===== src/shared/ssp_params.svh =====
// Register map, field positions, reset values and widths of the serial port
`ifndef SSP_PARAMS_SVH
`define SSP_PARAMS_SVH

// ==========================================================
// Register indices on the plain register port
`define SSP_ADDR_W          4
`define SSP_IDX_INTCTL      4'h0
`define SSP_IDX_PIFLAGS     4'h1
`define SSP_IDX_PIENABLES   4'h2
`define SSP_IDX_PIPRIORITY  4'h3
`define SSP_IDX_RXSTATCTL   4'h4
`define SSP_IDX_TXBUF       4'h5
`define SSP_IDX_TXSTATCTL   4'h6
`define SSP_IDX_BAUDDIV     4'h7
`define SSP_IDX_RXBUF       4'h8

// ==========================================================
// Reset values
`define SSP_RST_INTCTL      8'h00
`define SSP_RST_PIFLAGS     8'h00
`define SSP_RST_PIENABLES   8'h00
`define SSP_RST_PIPRIORITY  8'h00
`define SSP_RST_RXSTATCTL   8'h00
`define SSP_RST_TXBUF       8'h00
`define SSP_RST_TXSTATCTL   8'h02
`define SSP_RST_BAUDDIV     8'h00
`define SSP_RST_RXBUF       8'h00

// ==========================================================
// Field positions
`define SSP_B_GIE           7
`define SSP_B_PERIPHERAL_INT_ENABLE          6
`define SSP_B_RX_COMPLETE_FLAG          5
`define SSP_B_TX_BUFFER_EMPTY_FLAG          4
`define SSP_B_SERIAL_PORT_ENABLE          7
`define SSP_B_RX9           6
`define SSP_B_SINGLE_RX_ENABLE          5
`define SSP_B_CONTINUOUS_RX_ENABLE          4
`define SSP_B_ADDEN         3
`define SSP_B_FERR          2
`define SSP_B_OERR          1
`define SSP_B_RX_NINTH_BIT          0
`define SSP_B_CLOCK_SOURCE_SELECT          7
`define SSP_B_TX9           6
`define SSP_B_TX_ENABLE_BIT          5
`define SSP_B_SYNC          4
`define SSP_B_BRGH          2
`define SSP_B_SHIFT_EMPTY_FLAG          1
`define SSP_B_TX_NINTH_BIT          0

// ==========================================================
// Word lengths in bits, minus one for the counters
`define SSP_LAST_BIT_8      4'h7
`define SSP_LAST_BIT_9      4'h8

`endif


===== src/shared/ssp_pkg.sv =====
// Types shared by the serial port design and its bench
`include "ssp_params.svh"
package ssp_pkg;

	typedef logic [7:0] ssp_byte_t;
	typedef logic [`SSP_ADDR_W-1:0] ssp_addr_t;

	typedef enum logic [1:0] {
		SSP_MODE_OFF,
		SSP_MODE_ASYNC,
		SSP_MODE_MASTER,
		SSP_MODE_SLAVE
	} ssp_mode_t;

endpackage : ssp_pkg


===== src/design/ssp_top.sv =====
// Synchronous slave serial port with register file, transmit and receive paths
`timescale 1ns/100ps
`include "ssp_params.svh"

// Behaviour
// - Shift clock comes from the external clock pin in slave mode.
// - Shifting continues while the chip sleeps, clocked from outside.
// - Clearing clock_source_select (transmit control bit 7) selects slave mode.
// - Slave transmit behaves like master transmit, except during sleep.
// - With two words written, first goes to shift register; second waits, flag clear.
// - After first word shifts out, second loads, then empty flag sets.
// - Empty flag with tx_interrupt_enable raises interrupt, which wakes the chip.
// - Wake interrupt branches to vector only with global interrupt enable set.
// - single_rx_enable is ignored in slave reception.
// - continuous_rx_enable set keeps receiving words during sleep.
// - Full word moves into rx_buffer; enabled interrupt wakes the chip.
// - rx_complete_flag sets on completion; interrupt only when enabled.
// - Clearing continuous_rx_enable clears the receive error condition.
// - Empty flag sets regardless of enable; only a write to the transmit buffer clears it.
// - Read-only shift_empty_flag shows an empty shift register, no interrupt.
// - Receive data sampled at falling edge of the shift clock.
module ssp_top (
	input  wire logic              clk,
	input  wire logic              srst,
	input  wire ssp_pkg::ssp_addr_t reg_addr,
	input  wire ssp_pkg::ssp_byte_t reg_wdata,
	input  wire logic              reg_wr,
	input  wire logic              reg_rd,
	output ssp_pkg::ssp_byte_t     reg_rdata,
	input  wire logic              sleep_active,
	input  wire logic              serial_clock_pin_in,
	output logic                   serial_clock_pin_out,
	output logic                   serial_clock_pin_oe,
	input  wire logic              serial_data_pin_in,
	output logic                   serial_data_pin_out,
	output logic                   serial_data_pin_oe,
	output logic                   wake_req,
	output logic                   vector_req
);
	import ssp_pkg::*;

	// ==========================================================
	// Register storage
	ssp_byte_t intctl_reg;
	ssp_byte_t pienables_reg;
	ssp_byte_t pipriority_reg;
	ssp_byte_t bauddiv_reg;
	ssp_byte_t tx_buffer_reg;
	ssp_byte_t rx_buffer_reg;
	ssp_byte_t rdata_reg;
	logic      serial_port_enable_reg;
	logic      rx9_reg;
	logic      single_rx_enable_reg;
	logic      continuous_rx_enable_reg;
	logic      adden_reg;
	logic      oerr_reg;
	logic      rx_ninth_bit_reg;
	logic      clock_source_select_reg;
	logic      tx9_reg;
	logic      tx_enable_bit_reg;
	logic      sync_reg;
	logic      brgh_reg;
	logic      tx_ninth_bit_reg;

	// ==========================================================
	// Datapath state
	logic       tx_full_reg;
	logic       tx_buffer_empty_flag_reg;
	logic       shift_empty_flag_reg;
	logic [8:0] tsr_reg;
	logic [3:0] tx_cnt_reg;
	logic       rx_complete_flag_reg;
	logic [8:0] rsr_reg;
	logic [3:0] rx_cnt_reg;
	logic       ck_meta_reg;
	logic       ck_sync_reg;
	logic       ck_prev_reg;
	logic       dt_meta_reg;
	logic       dt_sync_reg;

	// ==========================================================
	// Decode and derived controls
	ssp_mode_t mode;
	logic      wr_txbuf;
	logic      rd_rxbuf;
	logic      ck_rise;
	logic      ck_fall;
	logic      slave_on;
	logic      tx_run;
	logic      rx_run;
	logic      tx_load;
	logic      rx_last;
	logic      rx_done;
	logic      rx_accept;
	logic [8:0] rx_word;
	logic [3:0] tx_last_bit;
	logic [3:0] rx_last_bit;
	logic      irq_any;

	always_comb begin
		if (!serial_port_enable_reg) begin
			mode = SSP_MODE_OFF;
		end else if (!sync_reg) begin
			mode = SSP_MODE_ASYNC;
		end else if (clock_source_select_reg) begin
			mode = SSP_MODE_MASTER;
		end else begin
			mode = SSP_MODE_SLAVE;
		end
	end

	always_comb begin
		unique case (mode)
			SSP_MODE_SLAVE:  slave_on = 1'b1;
			SSP_MODE_OFF:    slave_on = 1'b0;
			SSP_MODE_ASYNC:  slave_on = 1'b0;
			SSP_MODE_MASTER: slave_on = 1'b0;
		endcase
	end

	assign wr_txbuf    = reg_wr && (reg_addr == `SSP_IDX_TXBUF);
	assign rd_rxbuf    = reg_rd && (reg_addr == `SSP_IDX_RXBUF);
	assign tx_last_bit = tx9_reg ? `SSP_LAST_BIT_9 : `SSP_LAST_BIT_8;
	assign rx_last_bit = rx9_reg ? `SSP_LAST_BIT_9 : `SSP_LAST_BIT_8;
	// Sleep does not gate shifting; the clock comes from the pin
	assign tx_run      = slave_on && tx_enable_bit_reg;
	assign rx_run      = slave_on && continuous_rx_enable_reg && !oerr_reg;
	assign tx_load     = tx_run && shift_empty_flag_reg && tx_full_reg;

	// ==========================================================
	// Pin synchronisers and clock edge detection
	always_ff @(posedge clk) begin
		if (srst) begin
			ck_meta_reg <= 1'b1;
			ck_sync_reg <= 1'b1;
			ck_prev_reg <= 1'b1;
		end else begin
			ck_meta_reg <= serial_clock_pin_in;
			ck_sync_reg <= ck_meta_reg;
			ck_prev_reg <= ck_sync_reg;
		end
	end

	always_ff @(posedge clk) begin
		if (srst) begin
			dt_meta_reg <= 1'b0;
			dt_sync_reg <= 1'b0;
		end else begin
			dt_meta_reg <= serial_data_pin_in;
			dt_sync_reg <= dt_meta_reg;
		end
	end

	assign ck_rise = ck_sync_reg && !ck_prev_reg;
	assign ck_fall = !ck_sync_reg && ck_prev_reg;

	// ==========================================================
	// Transmit buffer and empty flag
	always_ff @(posedge clk) begin
		if (srst) begin
			tx_buffer_reg <= `SSP_RST_TXBUF;
			tx_full_reg   <= 1'b0;
		end else begin
			if (wr_txbuf) begin
				tx_buffer_reg <= reg_wdata;
			end
			// A write in the load cycle leaves the new byte waiting
			if (wr_txbuf) begin
				tx_full_reg <= 1'b1;
			end else if (tx_load) begin
				tx_full_reg <= 1'b0;
			end
		end
	end

	always_ff @(posedge clk) begin
		if (srst) begin
			tx_buffer_empty_flag_reg <= 1'b0;
		end else if (wr_txbuf) begin
			tx_buffer_empty_flag_reg <= 1'b0;
		end else if (tx_load) begin
			tx_buffer_empty_flag_reg <= 1'b1;
		end
	end

	// ==========================================================
	// Transmit shift register, advanced on rising clock edges
	always_ff @(posedge clk) begin
		if (srst) begin
			tsr_reg    <= 9'h000;
			tx_cnt_reg <= 4'h0;
			shift_empty_flag_reg   <= 1'b1;
		end else if (!tx_run) begin
			tx_cnt_reg <= 4'h0;
			shift_empty_flag_reg   <= 1'b1;
		end else if (tx_load) begin
			tsr_reg    <= {tx_ninth_bit_reg, tx_buffer_reg};
			tx_cnt_reg <= 4'h0;
			shift_empty_flag_reg   <= 1'b0;
		end else if (!shift_empty_flag_reg && ck_rise) begin
			if (tx_cnt_reg == tx_last_bit) begin
				shift_empty_flag_reg <= 1'b1;
			end else begin
				tsr_reg    <= {1'b0, tsr_reg[8:1]};
				tx_cnt_reg <= tx_cnt_reg + 4'h1;
			end
		end
	end

	// ==========================================================
	// Receive shift register, sampled on falling clock edges
	always_comb begin
		rx_word = rsr_reg;
		rx_word[rx_cnt_reg] = dt_sync_reg;
	end

	assign rx_last   = rx_cnt_reg == rx_last_bit;
	assign rx_done   = rx_run && ck_fall && rx_last;
	assign rx_accept = rx_done && (!rx_complete_flag_reg || rd_rxbuf);

	always_ff @(posedge clk) begin
		if (srst) begin
			rsr_reg    <= 9'h000;
			rx_cnt_reg <= 4'h0;
		end else if (!rx_run) begin
			rx_cnt_reg <= 4'h0;
		end else if (ck_fall) begin
			rsr_reg <= rx_word;
			if (rx_last) begin
				rx_cnt_reg <= 4'h0;
			end else begin
				rx_cnt_reg <= rx_cnt_reg + 4'h1;
			end
		end
	end

	always_ff @(posedge clk) begin
		if (srst) begin
			rx_buffer_reg <= `SSP_RST_RXBUF;
			rx_ninth_bit_reg      <= 1'b0;
		end else if (rx_accept) begin
			rx_buffer_reg <= rx_word[7:0];
			rx_ninth_bit_reg      <= rx9_reg ? rx_word[8] : 1'b0;
		end
	end

	// Completion wins over a read in the same cycle
	always_ff @(posedge clk) begin
		if (srst) begin
			rx_complete_flag_reg <= 1'b0;
		end else if (rx_accept) begin
			rx_complete_flag_reg <= 1'b1;
		end else if (rd_rxbuf) begin
			rx_complete_flag_reg <= 1'b0;
		end
	end

	// Overrun: word finished while the previous one is unread
	always_ff @(posedge clk) begin
		if (srst) begin
			oerr_reg <= 1'b0;
		end else if (!continuous_rx_enable_reg) begin
			oerr_reg <= 1'b0;
		end else if (rx_done && !rx_accept) begin
			oerr_reg <= 1'b1;
		end
	end

	// ==========================================================
	// Control register writes
	always_ff @(posedge clk) begin
		if (srst) begin
			intctl_reg     <= `SSP_RST_INTCTL;
			pienables_reg  <= `SSP_RST_PIENABLES;
			pipriority_reg <= `SSP_RST_PIPRIORITY;
			bauddiv_reg    <= `SSP_RST_BAUDDIV;
		end else if (reg_wr) begin
			unique case (reg_addr)
				`SSP_IDX_INTCTL:     intctl_reg     <= reg_wdata;
				`SSP_IDX_PIENABLES:  pienables_reg  <= reg_wdata;
				`SSP_IDX_PIPRIORITY: pipriority_reg <= reg_wdata;
				`SSP_IDX_BAUDDIV:    bauddiv_reg    <= reg_wdata;
				default: ;
			endcase
		end
	end

	always_ff @(posedge clk) begin
		if (srst) begin
			serial_port_enable_reg  <= 1'(`SSP_RST_RXSTATCTL >> `SSP_B_SERIAL_PORT_ENABLE);
			rx9_reg   <= 1'(`SSP_RST_RXSTATCTL >> `SSP_B_RX9);
			single_rx_enable_reg  <= 1'(`SSP_RST_RXSTATCTL >> `SSP_B_SINGLE_RX_ENABLE);
			continuous_rx_enable_reg  <= 1'(`SSP_RST_RXSTATCTL >> `SSP_B_CONTINUOUS_RX_ENABLE);
			adden_reg <= 1'(`SSP_RST_RXSTATCTL >> `SSP_B_ADDEN);
		end else if (reg_wr && reg_addr == `SSP_IDX_RXSTATCTL) begin
			serial_port_enable_reg  <= reg_wdata[`SSP_B_SERIAL_PORT_ENABLE];
			rx9_reg   <= reg_wdata[`SSP_B_RX9];
			single_rx_enable_reg  <= reg_wdata[`SSP_B_SINGLE_RX_ENABLE];
			continuous_rx_enable_reg  <= reg_wdata[`SSP_B_CONTINUOUS_RX_ENABLE];
			adden_reg <= reg_wdata[`SSP_B_ADDEN];
		end
	end

	always_ff @(posedge clk) begin
		if (srst) begin
			clock_source_select_reg <= 1'(`SSP_RST_TXSTATCTL >> `SSP_B_CLOCK_SOURCE_SELECT);
			tx9_reg  <= 1'(`SSP_RST_TXSTATCTL >> `SSP_B_TX9);
			tx_enable_bit_reg <= 1'(`SSP_RST_TXSTATCTL >> `SSP_B_TX_ENABLE_BIT);
			sync_reg <= 1'(`SSP_RST_TXSTATCTL >> `SSP_B_SYNC);
			brgh_reg <= 1'(`SSP_RST_TXSTATCTL >> `SSP_B_BRGH);
			tx_ninth_bit_reg <= 1'(`SSP_RST_TXSTATCTL >> `SSP_B_TX_NINTH_BIT);
		end else if (reg_wr && reg_addr == `SSP_IDX_TXSTATCTL) begin
			clock_source_select_reg <= reg_wdata[`SSP_B_CLOCK_SOURCE_SELECT];
			tx9_reg  <= reg_wdata[`SSP_B_TX9];
			tx_enable_bit_reg <= reg_wdata[`SSP_B_TX_ENABLE_BIT];
			sync_reg <= reg_wdata[`SSP_B_SYNC];
			brgh_reg <= reg_wdata[`SSP_B_BRGH];
			tx_ninth_bit_reg <= reg_wdata[`SSP_B_TX_NINTH_BIT];
		end
	end

	// ==========================================================
	// Register read, data one cycle after the strobe
	always_ff @(posedge clk) begin
		if (srst) begin
			rdata_reg <= 8'h00;
		end else if (reg_rd) begin
			unique case (reg_addr)
				`SSP_IDX_INTCTL:     rdata_reg <= intctl_reg;
				`SSP_IDX_PIFLAGS:    rdata_reg <= {2'b00, rx_complete_flag_reg, tx_buffer_empty_flag_reg, 4'h0};
				`SSP_IDX_PIENABLES:  rdata_reg <= pienables_reg;
				`SSP_IDX_PIPRIORITY: rdata_reg <= pipriority_reg;
				`SSP_IDX_RXSTATCTL:  rdata_reg <= {serial_port_enable_reg, rx9_reg, single_rx_enable_reg, continuous_rx_enable_reg,
					adden_reg, 1'b0, oerr_reg, rx_ninth_bit_reg};
				`SSP_IDX_TXBUF:      rdata_reg <= tx_buffer_reg;
				`SSP_IDX_TXSTATCTL:  rdata_reg <= {clock_source_select_reg, tx9_reg, tx_enable_bit_reg, sync_reg,
					1'b0, brgh_reg, shift_empty_flag_reg, tx_ninth_bit_reg};
				`SSP_IDX_BAUDDIV:    rdata_reg <= bauddiv_reg;
				`SSP_IDX_RXBUF:      rdata_reg <= rx_buffer_reg;
				default:             rdata_reg <= 8'h00;
			endcase
		end else begin
			rdata_reg <= 8'h00;
		end
	end

	assign reg_rdata = rdata_reg;

	// ==========================================================
	// Wake and vector requests
	assign irq_any = (tx_buffer_empty_flag_reg && pienables_reg[`SSP_B_TX_BUFFER_EMPTY_FLAG])
		|| (rx_complete_flag_reg && pienables_reg[`SSP_B_RX_COMPLETE_FLAG]);
	assign wake_req   = irq_any && sleep_active;
	assign vector_req = irq_any && intctl_reg[`SSP_B_GIE] && intctl_reg[`SSP_B_PERIPHERAL_INT_ENABLE];

	// ==========================================================
	// Pins
	assign serial_clock_pin_out = 1'b0;
	assign serial_clock_pin_oe  = 1'b0;
	assign serial_data_pin_out  = tsr_reg[0];
	assign serial_data_pin_oe   = tx_run && !continuous_rx_enable_reg;

endmodule : ssp_top


===== config.mk =====
export PLATFORM = sky130hd
export DESIGN_NAME = ssp_top
export DESIGN_NICKNAME = d
export VERILOG_FILES = /design/src/shared/ssp_pkg.sv /design/src/design/ssp_top.sv
export VERILOG_INCLUDE_DIRS = /design/src /design/src/shared
export SDC_FILE = /design/constraint.sdc
export NUM_CORES = 1
export LEC_CHECK = 0
export BUFFER_PORTS_ARGS = -buffer_cell sky130_fd_sc_hd__buf_2
export CAP_MARGIN = 40
export CELL_PAD_IN_SITES_DETAIL_PLACEMENT = 0
export CELL_PAD_IN_SITES_GLOBAL_PLACEMENT = 2
export CORE_UTILIZATION = 25
export DETAILED_ROUTE_END_ITERATION = 12
export PLACE_DENSITY_LB_ADDON = 0.1
export SYNTH_ARGS = -nofsm -noshare
export SYNTH_HDL_FRONTEND = slang
export SYNTH_SLANG_ARGS = --single-unit

===== constraint.sdc =====
create_clock -name clk -period 2.9 [get_ports clk]
set_input_delay 0.29 -clock clk [delete_from_list [all_inputs] [get_ports clk]]
set_output_delay 0.29 -clock clk [all_outputs]
set_load 0.02 [all_outputs]

==> key figures, run 1 <==
Status
  – Status: completed

Synth
  – Post-synth EDFFs: 0
  – Largest family of logic cells by synthesized area: simple AND/OR/NAND/NOR gates
  – Most used DFF post-synth: dfxtp_1
  – Register bit total from synthesis: 104
  – Seq/Total Area, Yosys: 42.6%
  – Post-synth cell types: 61
  – Post-Synth Simple-Gate Area: 19.4%
  – Asr flop ratio synth: 0%
  – Syn avg cell area: 9.65 sq um
  – Cell area after synthesis: 4880 sq um
  – Post-Synth XOR/XNOR Area: 0.718%
  – Warnings, synthesis: 0
  – Synth Area in Adders: 1.28%
  – Mux contribution to synthesized area: 19.1%
  – Post-Synthesis Cells: 506
  – Area fraction in compound gates after synthesis: 12.8%

Final layout
  – # diodes: 0
  – Layout cell share with drive strength beyond 1: 15.5%
  – Most frequent cells in the layout: 104 x dfxtp_1, 80 x nor2_1, 72 x mux2i_1
  – Fill cells: 2,048
  – Area grow syn2layout: 12.9%
  – Share of the core filled with cells: 29.2%
  – Most common cell after layout, fill and taps aside: dfxtp_1
  – Final Non-Filler Cells: 782
  – Finished Cell Area: 5510 sq um
  – Final nets: 541

Detailed routing
  – Detail Route Antenna Nets: 0
  – Via count: 3,679
  – DR WL/cell: 18.3 um
  – Iter 0 DRT Violations: 201
  – # DRC: 0
  – Total Wirelength: 14.3 mm
  – Vias per cell: 4.70
  – 1st-pass router iterations: 5

Worst setup path
  – Critical path type: register to register
  – Crit path max fanout: 12
  – Reg2Reg Launch Point: sync_reg
  – Worst Setup End Kind: register
  – CP endpoint: tsr_reg[1]
  – CP arrival: 2.25 ns
  – CP Launch Type: register
  – CP Launch Point: sync_reg
  – Reg2Reg Depth: 4
  – Reg-to-reg slack, setup: 0.88 ns
  – CP required: 3.12 ns
  – R2r endpoint: tsr_reg[1]

Power
  – Lkg Pwr: 2.21 nW
  – Pwr/cell area: 519 nW/um^2
  – Tot Pwr: 2.86 mW
  – Peak supply drop: 0.252 mV

Clocking
  – CTS clk-pin slew, worst paths: 0.08 ns
  – CTS sink cnt: 104
  – Hold buffer count at cts: 0
  – Worst-skew pair later-pin latency: 0.36 ns
  – Clock Tree Root: clkbuf_16
  – Cts bufs inserted: 9
  – Post-CTS setup buffer count: 0
  – CTS resizes: 0
  – CTS H-Tree Depth: 3
  – CTS tree: done
  – Max clock buf depth: 2

Timing
  – Final setup fails: 0
  – Slew @ Worst Pin: 0.585 ns
  – Final setup TNS: 0 ns
  – Slew margin rel.: 61.0%
  – Final Critical Period: 2.02 ns
  – Fin crit share: 69.7%
  – Hold Vio Cnt, Final: 0
  – Max-slew violation count: 0
  – Fmax: 495 MHz
  – Clk_skew: 0.00706 ns
  – RSZ-0062 raised after global routing: no

Placement
  – Cells after DPL: 766
  – GP Congestion: 0.735
  – I/O Buffers: 30
  – Area after DPL: 5210 sq um
  – HPWL after detailed placement: 10.2 mm

Die
  – Die Area: 20,100 sq um
  – Die H: 142 um
  – Top Ports: 33
  – Chip Width: 142 um
  – Starting Density: 25.8%
  – CORE AREA: 18,900 sq um
  – Row cnt: 50

GRT
  – Initial antenna violation count: 0
  – First-pass GRT wire length: 22.4 mm
  – Vias in the first global route: 3,665
  – Global Route Usage Sum: 15.1%
  – Largest net degree at the start of global routing: 39
  – Grt total ovfl: 0

Hold path
  – HP Class: primary input to register

Run
  – Max_cap viols: 0
critical path, cell delays in order (launching register included):
cell and delay (ns):
dfxtp_1 0.40, and4b_1 0.53, and3_1 0.57, mux2i_1 0.30
a211oi_1 0.09
cells by family after synthesis:
group | Yosys count
xor gates and xnor gates | 4
and+or+nand+nor | 179
DFF | 104
adders and majority gates | 5
other | 1
AOI/OAI and AO/OA | 86
muxes | 87
buffers and inverters | 40
report_power, final:
| part | switching (mW) | internal (mW) |
|---|---|---|
| registers | 0.0112 | 1.44 |
| logic | 0.106 | 0.0457 |
| clock network | 0.610 | 0.648 |
area by class of cell:
type / instances / area (sq um) / share of cell area [%]
Sequential cell: 104 / 2080 / 37.8
Inverter: 6 / 22.5 / 0.409
Clock buffer: 11 / 253 / 4.59
Timing Repair Buffer: 33 / 175 / 3.18
Clock inverter: 5 / 46.3 / 0.840
Multi-Input combinational cell: 363 / 2610 / 47.3
Tap cell: 260 / 325 / 5.90
cells in the mapped netlist (4+ instances only):
cell	count	area, sq um
mux2i_1	72	721
buf_4	7	52.6
o2bb2ai_1	4	35.0
clkbuf_1	14	52.6
inv_1	6	22.5
mux2_2	10	113
or2_2	4	25.0
a22o_1	7	61.3
o21ai_0	13	65.1
nor2_1	80	300
nand3_2	4	40.0
buf_2	11	55.1
a211oi_1	20	150
ha_1	5	62.6
nor2b_1	20	125
nand3_1	9	45.0
dfxtp_1	104	2080
nand2_1	22	82.6
nand3b_1	7	52.6
nor3b_1	6	45.0
a21oi_1	18	90.1
metal layers:
layer,track usage [%],routed length (um)
met4,5.09,258
met2,22.9,6310
met3,3.37,551
met1,21.1,7190
met5,0,0
how the worst min path moves through the flow:
stage | from | to | slack [ns] | cells after the start
after floorplan | ck_meta_reg | ck_sync_reg | 0.39 | 1
after global placement | ck_meta_reg | ck_sync_reg | 0.40 | 1
after detailed placement | ck_meta_reg | ck_sync_reg | 0.40 | 1
after CTS | serial_clock_pin_in | ck_meta_reg | 0.1 | 2
after global routing | serial_clock_pin_in | ck_meta_reg | 0.09 | 2
final | serial_clock_pin_in | ck_meta_reg | 0.11 | 2
stage by stage:
stage          hold WS, ns  setup WS [ns]
2_1_floorplan        0.389           1.33
3_3_place_gp         0.398          0.734
3_5_place_dp         0.397          0.727
4_1_cts             0.0973          0.849
5_1_grt             0.0911          0.713
6_report             0.109          0.879
Power figures use the tool's default switching activity.
==> run 2: changes to the inputs <==
clock period = 1.75 ns   (was 2.9 ns; I/O delays follow)
==> run 2 against run 1 <==
Routed wire length up 6.1%; critical path type unchanged; sequential share of layout area fell by 3.2 points; hold slack got worse by 0.083 ns; critical endpoint is now tsr_reg[4].
==> key figures, run 2 (same netlist as run 1, synthesis figures left out) <==
Die
  – Starting Density: 25.8% (unchanged)
  – CORE AREA: 18,900 sq um (unchanged)
  – Chip Width: 142 um (unchanged)
  – Die Area: 20,100 sq um (unchanged)
  – Row cnt: 50 (unchanged)
  – Die H: 142 um (unchanged)
  – Top Ports: 33 (unchanged)

Detailed routing
  – 1st-pass router iterations: 5 (unchanged)
  – Via count: 3,898 (+6.0%)
  – Total Wirelength: 15.2 mm (+6.1%)
  – Vias per cell: 4.66 (-1.0%)
  – Iter 0 DRT Violations: 163 (-19%)
  – Detail Route Antenna Nets: 0 (unchanged)
  – # DRC: 0 (unchanged)
  – DR WL/cell: 18.1 um (-0.84%)

Worst setup path
  – CP Launch Point: tx_cnt_reg[1]
  – Bufs and invs on worst path: 1 (+1)
  – Crit path largest cell delay: 0.40 ns (-0.17 ns)
  – Worst Setup End Kind: register
  – Critical-path cell list: or3_4, o221a_1, buf_4, a211oi_1, a211oi_1
  – Critical path type: register to register
  – CP dominant cell by count: a211oi_1
  – Crit path max fanout: 5 (-7)
  – Slowest CP cell: or3_4
  – CP Launch Type: register
  – CP required: 1.98 ns (-1.14 ns)
  – CP arrival: 1.89 ns (-0.36 ns)
  – Reg2Reg Launch Point: tx_cnt_reg[1]
  – Critical path's top delay family: compound AO/OA/AOI/OAI gates

Final layout
  – Area grow syn2layout: 23.4%
  – Layout cell share with drive strength beyond 1: 24.8% (+9.3 points)
  – Final nets: 597 (+10%)
  – Most common cell after layout, fill and taps aside: dfxtp_1
  – Most frequent cells in the layout: 101 x dfxtp_1, 80 x nor2_1, 72 x mux2i_1
  – # diodes: 0 (unchanged)
  – Register area: 2090 sq um (+0.18%)
  – Area of the multi-input gates: 2640 sq um (+1.2%)
  – Fill cells: 2,036 (-0.59%)

Clocking
  – Worst-skew pair later-pin latency: 0.36 ns (about the same)
  – CTS H-Tree Depth: 3 (unchanged)
  – Clock Tree Root: clkbuf_16
  – CTS tree: done
  – CTS clk-pin slew, worst paths: 0.07 ns (about the same)
  – CTS sink cnt: 104 (unchanged)
  – Cts bufs inserted: 9 (unchanged)
  – Max clock buf depth: 2 (unchanged)

Timing
  – Hold WS: 0.0259 ns (-0.0827 ns)
  – Hold Vio Cnt, Final: 0 (unchanged)
  – Fin crit share: 95.1% (+25 points)
  – Clk_skew: 0.00573 ns (-0.00133 ns)
  – RSZ-0062 raised after global routing: no
  – Setup ws final: 0.0856 ns (-0.793 ns)
  – Final Critical Period: 1.66 ns (-0.357 ns)
  – Final setup fails: 0 (unchanged)
  – Fmax: 601 MHz (+21%)
  – Max-slew violation count: 0 (unchanged)

Placement
  – I/O Buffers: 30 (unchanged)
  – GP Congestion: 0.774 (+5.2%)
  – Placement Setup Slack: -0.0232 ns (-0.750 ns)
  – HPWL after detailed placement: 11.1 mm (+8.4%)

Power
  – Pwr/cell area: 823 nW/um^2 (+59%)
  – Switching Power: 1.20 mW (+65%)
  – Switching Fraction: 24.2% (-1.3 points)
  – Clk network pwr share: 45.4% (+1.4 points)
  – Lkg Pwr: 2.52 nW (+14%)
  – Sequential Power Share: 48.5% (-2.2 points)
  – Comb pwr share: 6.1% (+0.8 points)
  – Peak supply drop: 0.528 mV (+110%)
  – Cell Int Power: 3.76 mW (+76%)

GRT
  – Initial antenna violation count: 0 (unchanged)
  – Global Route Usage Sum: 16.3% (+1.1 points)
  – Largest net degree at the start of global routing: 77 (+97%)
  – Vias in the first global route: 3,822 (+4.3%)
  – First-pass GRT wire length: 23.9 mm (+6.7%)
  – Grt total ovfl: 0 (unchanged)

Run
  – Max_cap viols: 0 (unchanged)

Hold path
  – Hold Startpoint: serial_data_pin_in
  – HP Class: primary input to register

Status
  – Status: completed
-- run 2: final timing paths --
kind                               endpoint  slack (ns)  cells past startpoint
worst min register to register  ck_sync_reg        0.41                      1
worst min-delay path            dt_meta_reg        0.03                      2
worst max-delay path             tsr_reg[4]        0.09                      5
worst max register to register   tsr_reg[4]        0.09                      5
-- run 2: power groups by stage --
| stage | Sequential (mW) | Clock, mW | Combinational, mW |
|---|---|---|---|
| final | 2.40 | 2.25 | 0.304 |
| after global routing | 2.41 | 2.43 | 0.330 |
| after CTS | 2.41 | 2.34 | 0.309 |
| after detailed placement | 2.46 | 0 | 0.306 |
| after global placement | 2.46 | 0 | 0.304 |
| after floorplan | 2.45 | 0 | 0.166 |
-- run 2: per-stage QoR --
stage | std cells | power, mW | setup TNS, ns | utilization (%) | area (sq um)
finish | 837 | 4.96 | 0 | 31.9 | 6020
global route | 837 | 5.16 | 0 | 31.9 | 6020
global placement | 819 | 2.77 | -0.112 | 29.9 | 5650
floorplan | 507 | 2.62 | 0 | - | 4890
CTS | 835 | 5.06 | 0 | 31.6 | 5980
detailed placement | 819 | 2.77 | -0.0417 | 29.9 | 5650
-- run 2: repair_timing --
action,CTS,global route
hold endpoints to repair,1,0
buffers inserted,0,2
resized for setup,1,8
endpoints found under the setup margin,1,7
pin swaps,0,1
hold buffers,1,0
-- run 2: cell type report --
| class | instances | area share (%) |
|---|---|---|
| clock inverters | 6 | 1.52 |
| repair buffers | 89 | 10.6 |
| well taps | 260 | 5.40 |
| flip-flops and latches | 104 | 34.6 |
| inverters | 6 | 0.374 |
| multi-input cells | 363 | 43.8 |
| clock buffers | 9 | 3.74 |
-- run 2: per-layer routing --
| metal | vias to the layer above | global-route usage (%) | routed length, um |
|---|---|---|---|
| met5 | - | 0 | 0 |
| met4 | 0 | 3.90 | 161 |
| met3 | 10 | 3.68 | 336 |
| met2 | 37 | 26.0 | 7000 |
| met1 | 1902 | 22.2 | 7700 |
| li1 | 1949 | - | - |
==> run 3: changes to the inputs <==
clock period = 1.5 ns   (was 1.75 ns; I/O delays follow)
==> run 3 against run 2 <==
Non-clock buffer count is 36 higher; global-route usage is 0.069 points higher; core utilization is 3.3 points higher; sequential share of layout area is 3.1 points lower; register-to-register slack worse by 0.16 ns; highest routed layer unchanged; sequential cell count stayed put; fmax is 5.6% higher; hold slack better by 0.071 ns; critical path depth stayed put; clock power is 8.9% higher; die area stayed put; the run now ends with negative setup slack left; setup slack worse by 0.16 ns.
==> key figures, run 3 (same netlist as run 1, synthesis figures left out) <==
Status
  – Status: finished with violations
  – Failing checks: negative setup slack

Detailed routing
  – Via count: 4,046 (+3.8%)
  – Detail Route Antenna Nets: 0 (unchanged)
  – Total Wirelength: 15.5 mm (+2.2%)
  – Iter 0 DRT Violations: 212 (+30%)
  – # DRC: 0 (unchanged)
  – 1st-pass router iterations: 4 (-1)
  – DR WL/cell: 17.7 um (-2.2%)
  – Vias per cell: 4.62 (-0.71%)

Placement
  – Area after DPL: 5930 sq um (+5.0%)
  – GP Congestion: 0.757 (-2.2%)
  – HPWL after detailed placement: 11.4 mm (+2.5%)
  – I/O Buffers: 30 (unchanged)
  – Placement Setup Slack: -0.284 ns (-0.261 ns)

Die
  – Top Ports: 33 (unchanged)
  – Row cnt: 50 (unchanged)
  – Starting Density: 25.8% (unchanged)
  – Die Area: 20,100 sq um (unchanged)
  – Chip Width: 142 um (unchanged)
  – Die H: 142 um (unchanged)
  – CORE AREA: 18,900 sq um (unchanged)

GRT
  – Largest net degree at the start of global routing: 47 (-39%)
  – First-pass GRT wire length: 24.1 mm (+0.69%)
  – M3 GR Usage: 3.75% (+0.067 points)
  – Initial antenna violation count: 0 (unchanged)
  – GR Layer Usage met2: 25.8% (-0.13 points)
  – Grt total ovfl: 0 (unchanged)
  – Busiest grt layer: met2
  – Global Route Usage Sum: 16.3% (+0.069 points)
  – Vias in the first global route: 4,013 (+5.0%)
  – GRT met1 Usage: 22.1% (-0.083 points)

Timing
  – Hold Vio Cnt, Final: 0 (unchanged)
  – Max-slew violation count: 0 (unchanged)
  – Final setup TNS: -1.04 ns (-1.04 ns)
  – Final setup fails: 22 (+22)
  – Setup ws final: -0.0755 ns (-0.161 ns)
  – Clk_skew: 0.0100 ns (+0.00428 ns)
  – RSZ-0062 raised after global routing: yes
  – Final Critical Period: 1.58 ns (-0.0889 ns)
  – Fmax: 635 MHz (+5.6%)
  – Fin crit share: 105% (+9.9 points)

Power
  – Peak supply drop: 0.565 mV (+7.0%)
  – Lkg Pwr: 2.78 nW (+10%)
  – Tot Pwr: 5.63 mW (+14%)
  – Pwr/cell area: 846 nW/um^2 (+2.8%)

Run
  – Max_cap viols: 0 (unchanged)

Final layout
  – Most common cell after layout, fill and taps aside: dfxtp_1
  – Area grow syn2layout: 36.3%
  – Final nets: 634 (+6.2%)
  – Fill cells: 2,000 (-1.8%)
  – Most frequent cells in the layout: 93 x dfxtp_1, 79 x nor2_1, 78 x buf_4
  – Finished Cell Area: 6660 sq um (+10%)
  – Share of the core filled with cells: 35.2% (+3.3 points)
  – # diodes: 0 (unchanged)
  – Layout cell share with drive strength beyond 1: 36.1% (+11 points)

Clocking
  – Cts bufs inserted: 9 (unchanged)
  – CTS clk-pin slew, worst paths: 0.07 ns (about the same)
  – CTS tree: done
  – Worst-skew pair later-pin latency: 0.36 ns (about the same)
  – Max clock buf depth: 2 (unchanged)
  – Clock Tree Root: clkbuf_16
  – CTS sink cnt: 104 (unchanged)
  – CTS H-Tree Depth: 3 (unchanged)

Worst setup path
  – Crit path max fanout: 7 (+2)
  – CP required: 1.78 ns (-0.20 ns)
  – CP arrival: 1.86 ns (-0.03 ns)
  – CP Launch Type: register
  – Critical path type: register to register
  – Worst Setup End Kind: register

Hold path
  – HP Class: primary input to register
==> run 3: cell types whose count changed in the layout (fill, tap and decap cells not counted), sizes merged <==
cell,before,now
buf,88,123
bufinv,2,1
clkbuf,9,10
clkinvlp,0,2
dlygate4sd3,1,2
inv,9,8
nand3b,8,9
==> run 3: worst max-delay path, stage by stage (launching register included) <==
cell	delay (ns)
dfxtp_2	0.32
or3_4	0.40
buf_6	0.13
o221ai_4	0.27
a21oi_4	0.17
a211oi_2	0.20
==> run 3: timing repair <==
item                                    in CTS  in global routing
hold endpoints to repair                     2                  0
hold buffers                                 2                  0
gates cloned                                 2                  0
resized for setup                           50                 26
pin swaps                                   23                 14
endpoints found under the setup margin      24                 33
buffers inserted                             7                  3
==> run 3: cell type report <==
type                       instances  area [sq um]  area share (%)
inverter                           6          27.5           0.414
clock buffer                      10           229            3.44
clock inverter                     6          67.6            1.02
sequential                       104          2100            31.6
timing repair buffer             125          1010            15.2
tap                              260           325            4.89
multi-input combinational        364          2890            43.5
==> run 3: final timing paths <==
kind                 startpoint          end  slack, ns  cells after the start
hold reg to reg     ck_meta_reg  ck_sync_reg       0.41                      1
setup / recovery  tx_cnt_reg[0]   tsr_reg[3]      -0.08                      5
hold / removal             srst   rsr_reg[0]        0.1                      2
setup reg to reg  tx_cnt_reg[0]   tsr_reg[3]      -0.08                      5
==> run 3: power by group <==
part	total (mW)	leakage (nW)	switching, mW	internal, mW
clock	2.45	0.139	1.14	1.31
combinational	0.381	1.79	0.223	0.158
sequential	2.80	0.844	0.0233	2.78
==> run 3: metrics by stage <==
| stage | std cells | hold WS, ns |
|---|---|---|
| finish | 875 | 0.0969 |
| detailed placement | 845 | 0.336 |
| CTS | 872 | 0.0884 |
| global route | 875 | 0.110 |
| global placement | 845 | 0.340 |
| floorplan | 507 | 0.254 |
==> run 3: per-layer routing <==
layer  part of all wire [%]  routed length [um]  up-vias
met2                     46                7190       59
met4                    1.4                 224        0
met5                      0                   0        -
met3                    3.6                 552       15
li1                       -                   -     2017
met1                     49                7560     1955
